[src/core/pfb_pkg.sv]
package pfb_pkg;
  localparam int ADDR_W     = 17;
  localparam int DATA_W     = 8;
  localparam int COL_W      = 3;
  localparam int CLK_MHZ    = 25;
  localparam int T_ACC_NS   = 60;
  localparam int T_RC_NS    = 90;
  localparam int T_PAGE_NS  = 30;
  localparam int T_PC_NS    = 60;
  localparam int ACC_CYC    = (T_ACC_NS * CLK_MHZ + 999) / 1000;
  localparam int RC_CYC     = (T_RC_NS * CLK_MHZ + 999) / 1000;
  localparam int PAGE_CYC   = (T_PAGE_NS * CLK_MHZ + 999) / 1000;
  localparam int PC_CYC     = (T_PC_NS * CLK_MHZ + 999) / 1000;
  localparam int CNT_W      = 4;

  typedef enum logic [4:0] {
    PFB_IDLE  = 5'b0_0001,
    PFB_SEL   = 5'b0_0010,
    PFB_RD    = 5'b0_0100,
    PFB_WR    = 5'b0_1000,
    PFB_PCHG  = 5'b1_0000
  } pfb_state_e;
endpackage : pfb_pkg

[src/core/pfb_host.sv]
// Contract
// RQ1: Drive 17-bit address per access
// RQ2: Share one 8-bit two-way data bus
// RQ3: Write strobe low, rising edge stores byte
// RQ4: Each strobe fall carries fresh column address
// RQ5: Select by select_n fall, select_p high
// RQ6: Full address stable at select edge
// RQ7: Device pulls select_p up when undriven
// RQ8: Same row: change only column bits
// RQ9: Device drives data only once valid
// RQ10: Output enable high keeps bus released
// RQ11: Accesses start on select or address
// RQ12: 60 ns access, 90 ns random cycle
// RQ13: Page accesses down to 30 ns
// RQ14: Stored bytes survive power loss
// RQ15: Row is upper bits, column low three
// RQ16: Row change causes internal pre-charge
// RQ17: Hold select inactive for precharge_time
// RQ18: Device never drives while strobe low
// RQ19: Deselected device ignores strobe, releases bus
`timescale 1ns/1ps
`default_nettype none
module pfb_host
  import pfb_pkg::*;
(
  // Clock and reset
  input  wire logic              clk,
  input  wire logic              rst,
  // User request
  input  wire logic              req_valid,
  input  wire logic              req_write,
  input  wire logic [ADDR_W-1:0] req_addr,
  input  wire logic [DATA_W-1:0] req_wdata,
  output logic                   req_ready,
  output logic                   rsp_valid,
  output logic [DATA_W-1:0]      rsp_rdata,
  // Memory pins
  output logic [ADDR_W-1:0]      byte_address,
  output logic                   select_n,
  output logic                   select_p,
  output logic                   write_n,
  output logic                   out_en_n,
  input  wire logic [DATA_W-1:0] data_bus_i,
  output logic [DATA_W-1:0]      data_bus_o,
  output logic                   data_bus_oe_n
);
  pfb_state_e              state_reg, state_next;
  logic [CNT_W-1:0]        cnt_reg, cnt_next;
  logic                    write_reg, write_next;
  logic                    rdy_reg, rdy_next;
  logic [ADDR_W-1:0]       addr_reg, addr_next;
  logic [DATA_W-1:0]       wdata_reg, wdata_next;
  logic [DATA_W-1:0]       rdata_reg, rdata_next;
  logic                    rv_reg, rv_next;
  logic                    sel_n_reg, sel_n_next;
  logic                    sel_p_reg, sel_p_next;
  logic                    we_n_reg, we_n_next;
  logic                    oe_n_reg, oe_n_next;
  logic                    doe_n_reg, doe_n_next;
  logic                    take;
  logic                    cnt_zero;

  assign take     = req_valid && rdy_reg;
  assign cnt_zero = cnt_reg == '0;

  // Sequencer: phase, phase timer, direction and ready
  always_comb begin
    state_next = state_reg;
    cnt_next   = cnt_reg;
    write_next = write_reg;
    rdy_next   = rdy_reg;
    if (!cnt_zero) begin
      cnt_next = cnt_reg - 1'b1;
    end
    unique case (state_reg)
      PFB_IDLE: begin
        rdy_next = 1'b1;
        if (take) begin
          // Direction kept so the request may drop after the take
          write_next = req_write;
          rdy_next   = 1'b0;
          state_next = PFB_SEL;
        end
      end
      PFB_SEL: begin
        if (write_reg) begin
          cnt_next   = CNT_W'(ACC_CYC); // RQ12
          state_next = PFB_WR;
        end else begin
          cnt_next   = CNT_W'(RC_CYC); // RQ12
          state_next = PFB_RD;
        end
      end
      PFB_RD: begin
        if (cnt_zero) begin
          cnt_next   = CNT_W'(PC_CYC); // RQ17
          state_next = PFB_PCHG;
        end
      end
      PFB_WR: begin
        if (cnt_zero) begin
          cnt_next   = CNT_W'(PC_CYC); // RQ17
          state_next = PFB_PCHG;
        end
      end
      PFB_PCHG: begin
        if (cnt_zero) begin // RQ17
          rdy_next   = 1'b1;
          state_next = PFB_IDLE;
        end
      end
      default: begin
        state_next = PFB_IDLE;
      end
    endcase
  end

  always_ff @(posedge clk) begin
    if (rst) begin
      state_reg <= PFB_IDLE;
      cnt_reg   <= '0;
      write_reg <= 1'b0;
      rdy_reg   <= 1'b0;
    end else begin
      state_reg <= state_next;
      cnt_reg   <= cnt_next;
      write_reg <= write_next;
      rdy_reg   <= rdy_next;
    end
  end

  // Request capture and read answer
  always_comb begin
    addr_next  = addr_reg;
    wdata_next = wdata_reg;
    rdata_next = rdata_reg;
    rv_next    = 1'b0;
    if (state_reg == PFB_IDLE && take) begin
      addr_next  = req_addr; // RQ1 RQ6
      wdata_next = req_wdata; // RQ2
    end
    if (state_reg == PFB_RD && cnt_zero) begin
      rdata_next = data_bus_i; // RQ12
      rv_next    = 1'b1;
    end
  end

  always_ff @(posedge clk) begin
    if (rst) begin
      addr_reg  <= '0;
      wdata_reg <= '0;
      rdata_reg <= '0;
      rv_reg    <= 1'b0;
    end else begin
      addr_reg  <= addr_next;
      wdata_reg <= wdata_next;
      rdata_reg <= rdata_next;
      rv_reg    <= rv_next;
    end
  end

  // Memory control pins
  always_comb begin
    sel_n_next = sel_n_reg;
    sel_p_next = 1'b1; // RQ7
    we_n_next  = we_n_reg;
    oe_n_next  = oe_n_reg;
    doe_n_next = doe_n_reg;
    unique case (state_reg)
      PFB_IDLE: begin
      end
      PFB_SEL: begin
        // Address settled one cycle, now select the device
        sel_n_next = 1'b0; // RQ5 RQ11
        if (write_reg) begin
          we_n_next  = 1'b0; // RQ3 RQ4
          oe_n_next  = 1'b1; // RQ18
          doe_n_next = 1'b0; // RQ2
        end else begin
          oe_n_next  = 1'b0; // RQ9
          doe_n_next = 1'b1; // RQ10
        end
      end
      PFB_RD: begin
        if (cnt_zero) begin
          oe_n_next  = 1'b1;
          // Deselect between accesses, so no page access is issued
          sel_n_next = 1'b1; // RQ8
        end
      end
      PFB_WR: begin
        if (cnt_zero) begin
          we_n_next  = 1'b1; // RQ3
          sel_n_next = 1'b1; // RQ8
        end
      end
      PFB_PCHG: begin
        // Data held through strobe rise, then released
        doe_n_next = 1'b1;
      end
      default: begin
      end
    endcase
  end

  always_ff @(posedge clk) begin
    if (rst) begin
      sel_n_reg <= 1'b1;
      sel_p_reg <= 1'b1;
      we_n_reg  <= 1'b1;
      oe_n_reg  <= 1'b1;
      doe_n_reg <= 1'b1;
    end else begin
      sel_n_reg <= sel_n_next;
      sel_p_reg <= sel_p_next;
      we_n_reg  <= we_n_next;
      oe_n_reg  <= oe_n_next;
      doe_n_reg <= doe_n_next;
    end
  end

  assign byte_address  = addr_reg;
  assign select_n      = sel_n_reg;
  assign select_p      = sel_p_reg;
  assign write_n       = we_n_reg;
  assign out_en_n      = oe_n_reg;
  assign data_bus_o    = wdata_reg;
  assign data_bus_oe_n = doe_n_reg;
  assign req_ready     = rdy_reg;
  assign rsp_valid     = rv_reg;
  assign rsp_rdata     = rdata_reg;
endmodule : pfb_host
`default_nettype wire

[config.mk]
export PLATFORM = sky130hd
export DESIGN_NAME = pfb_host
export DESIGN_NICKNAME = d
export VERILOG_FILES = /design/src/core/pfb_pkg.sv /design/src/core/pfb_host.sv
export SDC_FILE = /design/constraint.sdc
export NUM_CORES = 1
export LEC_CHECK = 0
export ABC_CLOCK_PERIOD_IN_PS = 1900
export CAP_MARGIN = 20
export CORE_MARGIN = 4
export CORE_UTILIZATION = 30
export CTS_BUF_LIST = sky130_fd_sc_hd__clkbuf_8
export CTS_CLUSTER_SIZE = 10
export DETAILED_ROUTE_END_ITERATION = 8
export DONT_BUFFER_PORTS = 1
export PLACE_DENSITY = 0.48
export SYNTH_ARGS = -nofsm -noshare
export SYNTH_HDL_FRONTEND = slang
export SYNTH_SLANG_ARGS = --single-unit
[constraint.sdc]
create_clock -name clk -period 1.9 [get_ports clk]
set_clock_uncertainty 0.1 [all_clocks]
set_input_delay 0.19 -clock clk [delete_from_list [all_inputs] [get_ports clk]]
set_output_delay 0.19 -clock clk [all_outputs]
set_load 0.02 [all_outputs]
==> results.yml <==
cts:
  cts.sinks: 49
  cts-root-buf: "clkbuf_8"
  cts_tree: "done"
  insertion_delay_ns: 0.30
  cts_buffers: 5
  path_clk_slew_ns: 0.09
  clock_tree.buffer_depth: 2
  cts-htree-levels: 2
finish:
  final_util: 0.400
  largest_reg_flops: 17
  drive_gt1_frac: 0.0756
  multi_input_area_um2: 810
  final_nets: 264
  antenna_cells: 0
  regArea_um2: 981
  fill_cells: 580
  area_growth_pct: 27.4
drt:
  drc: 0
  wl_met3_um: 431
  post_drt_wl_per_cell_um: 13.8
  firstDrtPassIters: 4
  wl_mm: 4.13
  dr_wl_met2_mm: 1.90
  drtAntennaViolNets: 0
  routed_via_density: 4.70
  dr.first_iter.drc_count: 56
  vias: 1411
  routed.top_layer: "met4"
  wirelength_met1_mm: 1.75
placement:
  dp_hpwl_mm: 2.60
  portBuffers: 0
  gp_congestion: 0.693
global_route:
  grt_pass1_wl_mm: 6.69
  grt_max_degree: 48
  grt-ovfl-total: 0
  grt_usage: 0.112
  antenna_found_initial: 0
  grt_pass1_vias: 1469
synthesis:
  ys_seq_elements: 49
  synthTopCellsByArea: "dfxtp_1 52%, mux2i_1 18%, nor2_1 8.8%"
  synth_top_area_cell: "dfxtp_1"
  synth_top_cell_area_share: 0.522
  netlist-cell-type-count: 34
  postSynthCellCount: 187
  ys_seq_area_frac: 0.522
  ys_warn_count: 0
  avgSynthCellArea_um2: 10.0
  syn_area_um2: 1880
  syn-num-nets: 226
setup_path:
  cp-start-kind: "register"
  cp_data_arrival_time_ns: 1.77
  crit_chain: "inv_1 -> ha_1 -> nor3b_2 -> buf_4 -> nand3_1 -> buf_4 -> mux2i_1 -> nor2_1"
  setup.worst_path.end_class: "register"
  cp_data_required_time_ns: 1.99
  crit_path_frequent_cell: "buf_4"
  max_stage_delay_ns: 0.33
  slowest_stage: "dfxtp_1"
  critPathKind: "reg2reg"
  path_max_fanout: 10
power:
  power.total_mw: 2.20
  power_density_nw_per_um2: 918
  p_leak_nw: 1.13
  vdd_drop_max_uv: 426
sta:
  fin_hold_ws_ns: 0.0192
  finalSetupViolCount: 0
  clock.fmax_mhz: 597
  period_needed_ns: 1.68
  grt_setup_unrepaired: "false"
  period_share: 0.882
  hold_violations: 0
  drv_slew: 0
  fin_setup_tns_ns: 0
die:
  boundaryPins: 77
  coreArea_um2: 5990
  dieArea_um2: 7590
  initial_core_util: 0.314
  die_x_um: 87.1
  num_rows: 28
  die_h_um: 87.1
worst_hold_path:
  min_path_type: "in2reg"
outcome:
  outcome: "complete, no violations"
flow_run:
  cap_violations: 0
## final cells by class
type                       count  share of cell area
sequential                    49               0.410
multi-input combinational    125               0.338
timing repair buffer          41               0.170
tap                           75              0.0392
clock buffer                   6              0.0345
inverter                       3             0.00470
clock inverter                 1             0.00314
## cell families after synthesis
kind of cell / synth area share
AOI/OAI and AO/OA: 0.0513
xor gates and xnor gates: 0.00466
adders and majority gates: 0.0133
buffers and inverters: 0.0473
DFF: 0.522
muxes: 0.181
other: 0.00200
and+or+nand+nor: 0.178
## metal layers
metal  vias up  GRT usage
li1        702          -
met1       645      0.130
met2        57      0.186
met3         7     0.0492
met4         0     0.0335
met5         -          0
## through the flow
step	setup slack (ns)	area, um^2	std cells
finish	0.225	2390	300
global route	0.0917	2390	300
detailed placement	0.241	1930	257
global placement	0.272	1930	257
floorplan	0.128	1880	187
CTS	0.225	2390	300
## repair_timing
action | in CTS | in global routing
endpoints found under the hold margin | 48 | 0
buffers inserted | 0 | 0
gates resized for setup | 0 | 0
hold buffers | 36 | 0
## synth_stat cells, drive strengths merged
library cell,instances
a221o,1
nor2,44
a211oi,1
and2,1
o21a,1
nor4,1
buf,5
clkbuf,5
and3,2
dfxtp,49
nand3,4
nand3b,1
nand2b,3
a21oi,6
inv,3
a311oi,1
or3,1
a31oi,1
nor3,4
ha,2
conb,1
nand4,1
nand2,7
mux2i,34
xnor2,1
a211o,1
nor2b,2
nor3b,1
and3b,1
a31o,2
## where the power goes
group          switching (mW)  total, mW  internal, mW
sequential             0.0793       1.17          1.09
clock                   0.328      0.617         0.288
combinational           0.193      0.410         0.216
total                   0.601       2.20          1.60
## worst max-delay path: cells and delay by family (launching register included)
family,cells,cell delay (ns)
muxes,1,0.23
and+or+nand+nor,3,0.28
adders and majority gates,1,0.21
DFF,1,0.33
buffers and inverters,3,0.42
## layout by cell type, fill, tap and decap left out, types with 3 or more instances in the layout
cell type      count
nor3_1             4
nand2b_1           3
clkbuf_8           6
dfxtp_1           49
a21oi_1            6
nand2_1            7
nor2_1            44
buf_4              5
dlygate4sd3_1     35
inv_1              3
mux2i_1           34
nand3_1            4
## final timing paths
check	from	endpoint	slack (ns)	cells after the start
max reg2reg	cnt_reg[0]	rsp_rdata[1]	0.22	8
min	rst	cnt_reg[0]	0.02	2
max	cnt_reg[0]	rsp_rdata[1]	0.22	8
min reg2reg	cnt_reg[1]	cnt_reg[1]	0.40	2
(Power assumes the default switching activity.)
